==> config.mk <==
export PLATFORM = sky130hd
export DESIGN_NAME = dcp_controller
export DESIGN_NICKNAME = d
export VERILOG_FILES = /design/src/dcp_pkg.sv /design/src/dcp_controller.sv /design/src/dcp_counter.sv
export VERILOG_INCLUDE_DIRS = /design/src
export SDC_FILE = /design/constraint.sdc
export NUM_CORES = 1
export LEC_CHECK = 0
export ABC_AREA = 1
export BUFFER_PORTS_ARGS = -buffer_cell sky130_fd_sc_hd__clkbuf_2
export CAP_MARGIN = 20
export CORE_MARGIN = 8
export CORE_UTILIZATION = 50
export DETAILED_ROUTE_END_ITERATION = 12
export GPL_ROUTABILITY_DRIVEN = 0
export PLACE_DENSITY = 0.74
export SYNTH_ARGS = -nofsm -noshare
export SYNTH_HDL_FRONTEND = slang
export SYNTH_SLANG_ARGS = --single-unit
export TNS_END_PERCENT = 5
==> constraint.sdc <==
create_clock -name clk -period 3.69 [get_ports clk]
set_input_delay 0.738 -clock clk [delete_from_list [all_inputs] [get_ports clk]]
set_output_delay 0.738 -clock clk [all_outputs]
set_load 0.02 [all_outputs]
==> src/dcp_defines.svh <==
// Timing constants for the 64K x 1 dynamic RAM controller.
// Assumes a 200 MHz clk; times are given in ns, us or ms and converted to cycles; the sync margin is given in cycles.
`ifndef DCP_DEFINES_SVH
`define DCP_DEFINES_SVH

`define DCP_CLK_PERIOD_NS     5
`define DCP_POWERUP_US        100
`define DCP_POWERUP_CYC       ((`DCP_POWERUP_US * 1000 + `DCP_CLK_PERIOD_NS - 1) / `DCP_CLK_PERIOD_NS)
`define DCP_INIT_CYCLES       8
`define DCP_REFRESH_MS        2
`define DCP_REFRESH_ROWS      128
// Refresh interval for one row, rounded down so all rows fit in the period
`define DCP_REFRESH_INT_CYC   ((`DCP_REFRESH_MS * 1000000 / `DCP_REFRESH_ROWS) / `DCP_CLK_PERIOD_NS)
`define DCP_RAS_PRECH_NS      190
`define DCP_RAS_PRECH_CYC     ((`DCP_RAS_PRECH_NS + `DCP_CLK_PERIOD_NS - 1) / `DCP_CLK_PERIOD_NS)
`define DCP_RAS_WIDTH_NS      250
`define DCP_RAS_WIDTH_CYC     ((`DCP_RAS_WIDTH_NS + `DCP_CLK_PERIOD_NS - 1) / `DCP_CLK_PERIOD_NS)
`define DCP_ROW_HOLD_NS       45
`define DCP_ROW_HOLD_CYC      ((`DCP_ROW_HOLD_NS + `DCP_CLK_PERIOD_NS - 1) / `DCP_CLK_PERIOD_NS)
`define DCP_ROW_COL_NS        55
`define DCP_ROW_COL_CYC       ((`DCP_ROW_COL_NS + `DCP_CLK_PERIOD_NS - 1) / `DCP_CLK_PERIOD_NS)
`define DCP_CAS_WIDTH_NS      145
`define DCP_CAS_WIDTH_CYC     ((`DCP_CAS_WIDTH_NS + `DCP_CLK_PERIOD_NS - 1) / `DCP_CLK_PERIOD_NS)
`define DCP_COL_ACCESS_NS     145
`define DCP_COL_ACCESS_CYC    ((`DCP_COL_ACCESS_NS + `DCP_CLK_PERIOD_NS - 1) / `DCP_CLK_PERIOD_NS)
`define DCP_COL_WR_DLY_NS     70
`define DCP_COL_WR_DLY_CYC    ((`DCP_COL_WR_DLY_NS + `DCP_CLK_PERIOD_NS - 1) / `DCP_CLK_PERIOD_NS)
`define DCP_ROW_WR_DLY_NS     195
`define DCP_ROW_WR_DLY_CYC    ((`DCP_ROW_WR_DLY_NS + `DCP_CLK_PERIOD_NS - 1) / `DCP_CLK_PERIOD_NS)
`define DCP_WR_PULSE_NS       75
`define DCP_WR_PULSE_CYC      ((`DCP_WR_PULSE_NS + `DCP_CLK_PERIOD_NS - 1) / `DCP_CLK_PERIOD_NS)
`define DCP_READ_HOLD_NS      40
`define DCP_READ_HOLD_CYC     ((`DCP_READ_HOLD_NS + `DCP_CLK_PERIOD_NS - 1) / `DCP_CLK_PERIOD_NS)
`define DCP_ROW_ACCESS_NS     250
`define DCP_ROW_ACCESS_CYC    ((`DCP_ROW_ACCESS_NS + `DCP_CLK_PERIOD_NS - 1) / `DCP_CLK_PERIOD_NS)
// Extra column-phase cycles so the two-flop synchroniser holds settled data
`define DCP_SYNC_MARGIN_CYC   3

`endif

==> src/dcp_pkg.sv <==
// Types for the 64K x 1 dynamic RAM controller.
// Assumes nothing beyond the defines header.
package dcp_pkg;
  typedef enum logic [1:0] {DCP_OP_READ, DCP_OP_WRITE, DCP_OP_RMW} dcp_op_e;
  typedef enum logic [3:0] {
    DCP_ST_POWERUP, DCP_ST_IDLE, DCP_ST_ROW, DCP_ST_COL, DCP_ST_CAS,
    DCP_ST_WRITE, DCP_ST_HOLD, DCP_ST_PRECH
  } dcp_state_e;
endpackage

==> src/dcp_controller.sv <==
// Controller driving a 64K x 1 dynamic RAM through its strobes and pins.
// Assumes a 200 MHz clk; the RAM data-out pin arrives asynchronously.
// Behaviour
// RULE_01: Wait 100 us, then eight row cycles.
// RULE_02: Write enable stays high after read strobes.
// RULE_03: Read data sampled after column access time.
// RULE_04: Data-in valid at column or write fall.
// RULE_05: Early write: enable low before column strobe.
// RULE_06: Read-write: late write, data read first.
// RULE_07: Never mix write timings; no indeterminate cycles.
// RULE_08: Refresh: row strobe only, column strobe high.
// RULE_09: Refresh every row within 2 ms.
// RULE_10: Row half then column half, eight lines.
// RULE_11: One data bit in, one out.
// RULE_12: Switch address between row and column falls.
`include "dcp_defines.svh"

module dcp_controller
  import dcp_pkg::*;
#(
  parameter int POWERUP_CYC = `DCP_POWERUP_CYC,
  parameter int REFRESH_CYC = `DCP_REFRESH_INT_CYC
) (
  input  wire logic        clk,
  input  wire logic        reset_n,
  input  wire logic        reqValid,
  input  wire dcp_op_e     reqOp,
  input  wire logic [15:0] reqAddr,
  input  wire logic        reqData,
  output logic             reqReady,
  output logic             rspValid,
  output logic             rspData,
  output logic             ready,
  output logic             rowStrobe_n,
  output logic             colStrobe_n,
  output logic             writeEnable_n,
  output logic [7:0]       memAddr,
  output logic             memDataIn,
  input  wire logic        memDataOut
);

  ////////////////////////////////////////////////////////////////////////////
  // State, timers, pin synchroniser
  dcp_state_e  state_q, state_d;
  dcp_op_e     op_q;
  logic [15:0] addr_q;
  logic        data_q;
  logic        refresh_q;
  logic [3:0]  initCnt_q;
  logic [6:0]  refRow_q;
  logic        refPend_q;
  logic        powerLoaded_q;
  logic        sync1_q, sync2_q;
  logic        timLoad, timZero, refZero;
  logic [15:0] timValue;

  dcp_counter #(.WIDTH(16)) phaseTimer (
    .clk(clk), .reset_n(reset_n), .load(timLoad), .value(timValue), .zero(timZero)
  );
  // Period is value plus one; two spare cycles a row absorb one access in flight
  dcp_counter #(.WIDTH(16)) refreshTimer (
    .clk(clk), .reset_n(reset_n), .load(refZero), .value(16'(REFRESH_CYC - 3)), .zero(refZero)
  );

  ////////////////////////////////////////////////////////////////////////////
  // Sequencing decisions
  wire inInit    = (initCnt_q != 4'(`DCP_INIT_CYCLES));
  wire startRef  = refPend_q || inInit;
  wire startReq  = reqValid && !inInit && !refPend_q;
  wire isWrite   = (op_q == DCP_OP_WRITE);
  wire isRmw     = (op_q == DCP_OP_RMW);
  wire idleNow   = (state_q == DCP_ST_IDLE);

  always_comb begin
    state_d  = state_q;
    timLoad  = 1'b0;
    timValue = '0;
    unique case (state_q)
      DCP_ST_POWERUP: if (!powerLoaded_q) begin
        timLoad  = 1'b1;
        timValue = 16'(POWERUP_CYC);
      end else if (timZero) begin                               // RULE_01
        state_d = DCP_ST_IDLE;
      end
      DCP_ST_IDLE: if (startRef || startReq) begin
        state_d  = DCP_ST_ROW;
        timLoad  = 1'b1;
        timValue = 16'(`DCP_ROW_HOLD_CYC);
      end
      DCP_ST_ROW: if (timZero) begin                            // RULE_12
        if (refresh_q) begin                                    // RULE_08
          state_d  = DCP_ST_HOLD;
          timLoad  = 1'b1;
          timValue = 16'(`DCP_RAS_WIDTH_CYC - `DCP_ROW_HOLD_CYC);
        end else begin
          state_d  = DCP_ST_COL;
          timLoad  = 1'b1;
          timValue = 16'(`DCP_ROW_COL_CYC - `DCP_ROW_HOLD_CYC);
        end
      end
      DCP_ST_COL: if (timZero) begin
        state_d  = DCP_ST_CAS;
        timLoad  = 1'b1;
        // Reads wait out the row access limit plus the synchroniser delay
        timValue = isRmw ? 16'(`DCP_ROW_WR_DLY_CYC - `DCP_ROW_COL_CYC) // RULE_06
                         : 16'(`DCP_ROW_ACCESS_CYC - `DCP_ROW_COL_CYC + `DCP_SYNC_MARGIN_CYC);
      end
      DCP_ST_CAS: if (timZero) begin
        if (isRmw) begin
          state_d  = DCP_ST_WRITE;
          timLoad  = 1'b1;
          timValue = 16'(`DCP_WR_PULSE_CYC);
        end else begin
          state_d  = DCP_ST_HOLD;
          timLoad  = 1'b1;
          timValue = 16'(`DCP_READ_HOLD_CYC);
        end
      end
      DCP_ST_WRITE: if (timZero) begin
        state_d  = DCP_ST_HOLD;
        timLoad  = 1'b1;
        timValue = 16'(`DCP_READ_HOLD_CYC);
      end
      DCP_ST_HOLD: if (timZero) begin
        state_d  = DCP_ST_PRECH;
        timLoad  = 1'b1;
        timValue = 16'(`DCP_RAS_PRECH_CYC);
      end
      DCP_ST_PRECH: if (timZero) begin
        state_d = DCP_ST_IDLE;
      end
      default: state_d = DCP_ST_IDLE;
    endcase
  end

  ////////////////////////////////////////////////////////////////////////////
  // Pin drive
  wire entering   = idleNow && (startRef || startReq);
  // Row strobe falls one cycle after the row address goes out
  wire rowLow_d   = (state_d != DCP_ST_IDLE) && (state_d != DCP_ST_PRECH)
                    && (state_d != DCP_ST_POWERUP) && !entering;     // RULE_12
  wire colPhase_d = (state_d == DCP_ST_CAS) || (state_d == DCP_ST_WRITE)
                    || ((state_d == DCP_ST_HOLD) && !refresh_q);
  wire colLow_d   = colPhase_d && !refresh_q;                        // RULE_08
  wire earlyWr_d  = isWrite && !refresh_q && (state_d != DCP_ST_IDLE)
                    && (state_d != DCP_ST_PRECH);                    // RULE_05
  wire lateWr_d   = isRmw && !refresh_q && (state_d == DCP_ST_WRITE);// RULE_06
  wire weLow_d    = earlyWr_d || lateWr_d;                           // RULE_07
  wire useCol_d   = (state_d == DCP_ST_COL) || colPhase_d;           // RULE_10
  wire [15:0] nextAddr = entering ? (startRef ? {9'h000, refRow_q} : reqAddr) : addr_q;
  wire [7:0] addr_d = useCol_d ? nextAddr[15:8] : nextAddr[7:0];      // RULE_12
  wire sampleNow  = timZero && !refresh_q && ((state_q == DCP_ST_WRITE)
                    || ((state_q == DCP_ST_CAS) && (op_q == DCP_OP_READ))); // RULE_03

  always_ff @(posedge clk or negedge reset_n) begin
    if (!reset_n) begin
      sync1_q <= 1'b0;
      sync2_q <= 1'b0;
    end else begin
      sync1_q <= memDataOut;
      sync2_q <= sync1_q;
    end
  end

  always_ff @(posedge clk or negedge reset_n) begin
    if (!reset_n) begin
      state_q       <= DCP_ST_POWERUP;
      op_q          <= DCP_OP_READ;
      addr_q        <= 16'h0000;
      data_q        <= 1'b0;
      refresh_q     <= 1'b0;
      initCnt_q     <= 4'h0;
      refRow_q      <= 7'h00;
      refPend_q     <= 1'b0;
      rowStrobe_n   <= 1'b1;
      colStrobe_n   <= 1'b1;
      writeEnable_n <= 1'b1;
      memAddr       <= 8'h00;
      memDataIn     <= 1'b0;
      reqReady      <= 1'b0;
      rspValid      <= 1'b0;
      rspData       <= 1'b0;
      ready         <= 1'b0;
    end else begin
      state_q       <= state_d;
      rowStrobe_n   <= !rowLow_d;
      colStrobe_n   <= !colLow_d;
      writeEnable_n <= !weLow_d;                                     // RULE_02
      memAddr       <= addr_d;
      memDataIn     <= entering ? reqData : data_q;                  // RULE_04
      reqReady      <= 1'b0;
      rspValid      <= sampleNow;
      if (sampleNow) begin
        rspData <= sync2_q;                                          // RULE_11
      end
      ready <= ready || (!inInit && (state_d == DCP_ST_IDLE));
      if (refZero && (state_q != DCP_ST_POWERUP)) begin
        refPend_q <= 1'b1;                                           // RULE_09
      end else if (entering && startRef && !inInit) begin
        refPend_q <= 1'b0;
      end
      if (entering) begin
        refresh_q <= startRef;
        op_q      <= startRef ? DCP_OP_READ : reqOp;
        addr_q    <= nextAddr;
        data_q    <= reqData;
        reqReady  <= !startRef;
        if (startRef) begin
          refRow_q <= refRow_q + 7'h01;
          if (inInit) begin
            initCnt_q <= initCnt_q + 4'h1;                           // RULE_01
          end
        end
      end
    end
  end

  ////////////////////////////////////////////////////////////////////////////
  // Power-up wait loaded once after reset
  always_ff @(posedge clk or negedge reset_n) begin
    if (!reset_n) begin
      powerLoaded_q <= 1'b0;
    end else begin
      powerLoaded_q <= 1'b1;
    end
  end

  ////////////////////////////////////////////////////////////////////////////
  // Protocol checks on the RAM pins
  refresh_cas_high_a: assert property (@(posedge clk) disable iff (!reset_n) // RULE_08
    refresh_q && !rowStrobe_n |-> colStrobe_n)
    else $error("column strobe low during refresh");
  read_we_high_a: assert property (@(posedge clk) disable iff (!reset_n) // RULE_02
    (op_q == DCP_OP_READ) && !(rowStrobe_n && colStrobe_n) |-> writeEnable_n)
    else $error("write enable low during read");
  row_addr_stable_a: assert property (@(posedge clk) disable iff (!reset_n) // RULE_12
    $fell(rowStrobe_n) |-> $stable(memAddr))
    else $error("row address moved at row strobe fall");
  col_addr_a: assert property (@(posedge clk) disable iff (!reset_n) // RULE_10
    $fell(colStrobe_n) |-> $stable(memAddr) && (memAddr == addr_q[15:8]))
    else $error("column address wrong at column strobe fall");
  early_write_a: assert property (@(posedge clk) disable iff (!reset_n) // RULE_05
    $fell(colStrobe_n) && (op_q == DCP_OP_WRITE) |-> !writeEnable_n && !$past(writeEnable_n))
    else $error("early write enable not set up");
  late_write_a: assert property (@(posedge clk) disable iff (!reset_n) // RULE_06
    $fell(writeEnable_n) && !colStrobe_n |-> (op_q == DCP_OP_RMW) && !rowStrobe_n)
    else $error("late write outside read-modify-write");
  data_in_a: assert property (@(posedge clk) disable iff (!reset_n) // RULE_04
    !writeEnable_n && !rowStrobe_n |-> (memDataIn == data_q))
    else $error("data-in not held during write");
  init_before_cas_a: assert property (@(posedge clk) disable iff (!reset_n) // RULE_01
    !ready |-> colStrobe_n)
    else $error("column strobe before initialisation");
  read_done_c: cover property (@(posedge clk) disable iff (!reset_n)
    rspValid && (op_q == DCP_OP_READ));
  rmw_done_c: cover property (@(posedge clk) disable iff (!reset_n)
    rspValid && (op_q == DCP_OP_RMW));
  early_write_c: cover property (@(posedge clk) disable iff (!reset_n)
    $fell(colStrobe_n) && (op_q == DCP_OP_WRITE));
  refresh_c: cover property (@(posedge clk) disable iff (!reset_n)
    refresh_q && $fell(rowStrobe_n) && ready);
endmodule // dcp_controller

==> src/dcp_counter.sv <==
// Down counter that loads a value and flags when it reaches zero.
// Assumes the load value fits WIDTH bits.
module dcp_counter #(
  parameter int WIDTH = 16
) (
  input  wire logic             clk,
  input  wire logic             reset_n,
  input  wire logic             load,
  input  wire logic [WIDTH-1:0] value,
  output logic                  zero
);
  logic [WIDTH-1:0] count_q;

  assign zero = (count_q == '0);

  always_ff @(posedge clk or negedge reset_n) begin
    if (!reset_n) begin
      count_q <= '0;
    end else if (load) begin
      count_q <= value;
    end else if (!zero) begin
      count_q <= count_q - 1'b1;
    end
  end
endmodule // dcp_counter

==> results.txt <==
- Post-route DRC violation count: 0
- The initial antenna violation count was 0.
- Switching portion of total power: 35.5%
* Sequential area share after synthesis: 49.4%
* Clock Pin Slew Worst Setup and Hold Paths: 90 ps
* Count of clock tree sinks: 86
- On the worst path, the slowest cell contributes a delay of 410 ps.
* Share of async-settable or async-resettable flops after synthesis: 100%
- Number of gates resized after cts: 0
- During placement, the flow inserted port buffers numbering 38.
* Setup CP Type: reg -> reg
- Setup violation total in the final timing report: 0
- The number of global-route vias before repair is 3353.
- Pin placement for this block handled 39 I/O pins.
- The count of final hold-check violations came to 0.
* Placement-stage worst setup slack: 1210 ps
- Worst hold margin: 358 ps
- The most used flip-flop cell after synthesis is sky130_fd_sc_hd__dfrtp_1.
- Net load switching power: 0.990 mW
- Leakage component of the power: 2.50 nW
- Total of warnings raised by yosys: 0
- Summed over all layers, the global routing overflow is 0.
- The worst path meets setup with 1180 ps of slack.
- The smallest clock period supported by the final layout is computed as 2510 ps.
* Worst min-delay path category: reg -> reg
* Share of post-route cells with drive strength above 1: 20.1%
* GRT Util Overall: 16.6%
- Net count after synthesis: 525
- The routed layout has 3341 vias.
* Buffer levels on the longest clock path: 2
- Share of the synthesized area in the top cell type: 47.6%
- Before antenna repair, the detailed router went through 4 iterations.
- Yosys attributes the largest share of cell area to sky130_fd_sc_hd__dfrtp_1 (48%), sky130_fd_sc_hd__nand2_1 (7.3%), sky130_fd_sc_hd__inv_1 (5.8%).
* Count of state elements after synthesis: 86
* Status: finished, final reports clean
* Die outline area: 12000 µm²
* Number of antenna repair diodes: 0
- Worst Max-Slew Pin Slew: 980 ps
* Slowest CP cell: sky130_fd_sc_hd__dfrtp_1
- Setup fix buffers added after clock tree synthesis: 0
* Via count normalized by instance count: 5.11
- Number of distinct standard cells referenced by the synthesized netlist: 44
* HPWL after detailed placement: 6690 µm
- Summed over all failing endpoints, the final setup total negative slack is 0 ps.
- Data arrival, critical path: 2710 ps
* Total internal power: 1.80 mW
- Cell taking the most area after synthesis: sky130_fd_sc_hd__dfrtp_1
* Wire length of the first global-routing pass: 15800 µm
- Of the total power, combinational logic draws 27.0%.
* Pin count of the biggest net entering global routing: 69
- Later-pin clock latency in the skew report: 360 ps
* Combined area of the multi-input logic cells: 1870 µm²
* CP max FO: 22
- Height of the chip: 109 µm
* Hold Buf Count CTS: 0
* Non-Filler Instances: 654
- Highest clock rate: 399 MHz
- Horizontal die dimension: 109 µm
* Cells after DPL: 638
- Kind of cell with the highest combined delay on the critical path: simple AND/OR/NAND/NOR gates
* Synth Instances: 495
- Number of violations reported at the end of detailed-routing iteration 0: 103
- The cell sitting at the root of the clock tree is a sky130_fd_sc_hd__clkbuf_8.
* Clk network pwr share: 26.9%
- STA classifies the critical path endpoint as a flop.
- In this run the remaining antenna-violating nets after routing total 0.
* Floorplan core area: 8590 µm²
- In this run, synthesis inferred 0 flip-flops with an integrated enable.
- # H-tree levels: 3
- Ranked by instance count, the synthesized netlist is headed by sky130_fd_sc_hd__nand2_1 (85), sky130_fd_sc_hd__dfrtp_1 (83), sky130_fd_sc_hd__inv_1 (68).
* Most numerous cell in the Yosys netlist: sky130_fd_sc_hd__nand2_1
- Area growth from synthesis to layout: 12.1%
- VDD sags by at most 0.000241 V.
- Routed wire length: 9090 µm
* Power per cell area: 570 nW/µm²
- Number of fill cells: 772
* Standard-cell row count: 34
* Routed WL per cell: 13.9 µm
- Avg Inst Size Synth: 8.82 µm²
* Total standard cell area after synthesis: 4370 µm²
- Kind of start point of the critical path: flop
- The number of clock buffers added by TritonCTS is 9.
- Cells fill 57.0% of the core in the end.
- Number of slew-limit violations in the final report: 0
- Final period util: 67.9%
- The critical path goes through inv_1 > ha_1 > nand3_2 > nor2_4 > nand2_1 > nand2_2 > nand2_1 > o21ai_4 > nand2_2 > inv_1 > a41oi_1.
- In the final design database the tool counted 571 nets.
- In this run, flip-flops and latches consume 46.1% of the power.
- RSZ-0062 raised after global routing: no
- Effective utilization at floorplan: 50.8%
* Worst EP required: 3890 ps
* CTS tree: built
- The clock arrives with 9.82 ps of skew.
* Sequential cell area in the final layout: 2160 µm²
- Max-cap violations in this run came to 0.
- Rel. slew slack: 34.2%
* Crit path buffers/inverters: 2
==> layout make-up <==
cell class	instances	share of cell area, %
flip-flops and latches	86	44.0
well taps	108	2.76
repair buffers	41	4.39
clock buffers	9	2.53
inverters	78	5.98
clock inverters	7	2.10
multi-input cells	325	38.2
==> metal layers <==
metal / part of all wire (%) / global-route usage [%] / up-vias / wire (µm)
met1: 46 / 21.0 / 1576 / 4150
met5: 0 / 0 / - / 0
met3: 4.8 / 4.04 / 16 / 436
li1: - / - / 1676 / -
met4: 1.8 / 7.43 / 0 / 165
met2: 48 / 26.4 / 73 / 4340
==> sequential cells by signal, indices dropped and copies added (netlist names) <==
| signal | flops |
|---|---|
| addr_q | 16 |
| phaseTimer.count_q | 16 |
| refreshTimer.count_q | 16 |
| memAddr | 8 |
| refRow_q | 7 |
| initCnt_q | 4 |
| state_q | 4 |
| op_q | 2 |
| colStrobe_n | 1 |
| data_q | 1 |
| powerLoaded_q | 1 |
| ready | 1 |
| refPend_q | 1 |
| refresh_q | 1 |
| reqReady | 1 |
| rowStrobe_n | 1 |
| rspData | 1 |
| rspValid | 1 |
| sync1_q | 1 |
| sync2_q | 1 |
| writeEnable_n | 1 |
==> metrics by stage <==
stage	power, mW	area [µm²]
after global placement	2.03	4670
after detailed placement	2.05	4670
final	2.79	4900
after global routing	2.98	4900
after CTS	2.81	4900
after floorplan	1.83	4370
==> power groups by stage <==
| stage | Combinational, mW | Clock, mW | Sequential, mW |
|---|---|---|---|
| detailed placement | 0.757 | 0 | 1.30 |
| finish | 0.754 | 0.751 | 1.29 |
| global route | 0.857 | 0.811 | 1.31 |
| CTS | 0.759 | 0.768 | 1.28 |
| floorplan | 0.520 | 0 | 1.31 |
| global placement | 0.734 | 0 | 1.29 |
==> logic make-up (layout without fill, tap and decap cells) <==
family	after synthesis	in the layout	share of synthesized area (%)
adders and majority gates	7	7	2.01
buffers and inverters	84	135	7.79
other	2	2	0.172
AOI/OAI and AO/OA	68	68	10.4
and+or+nand+nor	227	227	26.0
DFF	86	86	49.4
xor gates and xnor gates	21	21	4.21
==> cells in the final DEF (no fill, tap or decap), types with 6 or more instances in the layout <==
cell                       count
sky130_fd_sc_hd__nand2_1      85
sky130_fd_sc_hd__dfrtp_1      83
sky130_fd_sc_hd__inv_1        68
sky130_fd_sc_hd__nor2_1       55
sky130_fd_sc_hd__clkbuf_2     37
sky130_fd_sc_hd__nand3_1      32
sky130_fd_sc_hd__xor2_1       20
sky130_fd_sc_hd__o21ai_0      17
sky130_fd_sc_hd__a21oi_1      17
sky130_fd_sc_hd__nand2_2      12
sky130_fd_sc_hd__nor3_1       11
sky130_fd_sc_hd__inv_2        10
sky130_fd_sc_hd__a22o_1        9
sky130_fd_sc_hd__clkbuf_8      9
sky130_fd_sc_hd__nor2_2        7
sky130_fd_sc_hd__ha_1          7
sky130_fd_sc_hd__o211ai_1      6
==> path summary, 6_finish.rpt <==
| kind | startpoint | endpoint | slack (ps) | cells after the start |
|---|---|---|---|---|
| max | initCnt_q[0] | phaseTimer.count_q[3] | 1180 | 11 |
| min | sync1_q | sync2_q | 360 | 0 |
| max reg2reg | initCnt_q[0] | phaseTimer.count_q[3] | 1180 | 11 |
| min reg2reg | sync1_q | sync2_q | 360 | 0 |
| max in group asynchronous | reset_n | writeEnable_n | 2420 | 2 |
| min in group asynchronous | reset_n | phaseTimer.count_q[15] | 460 | 1 |
Note: power is estimated with default switching activity, not from simulation.
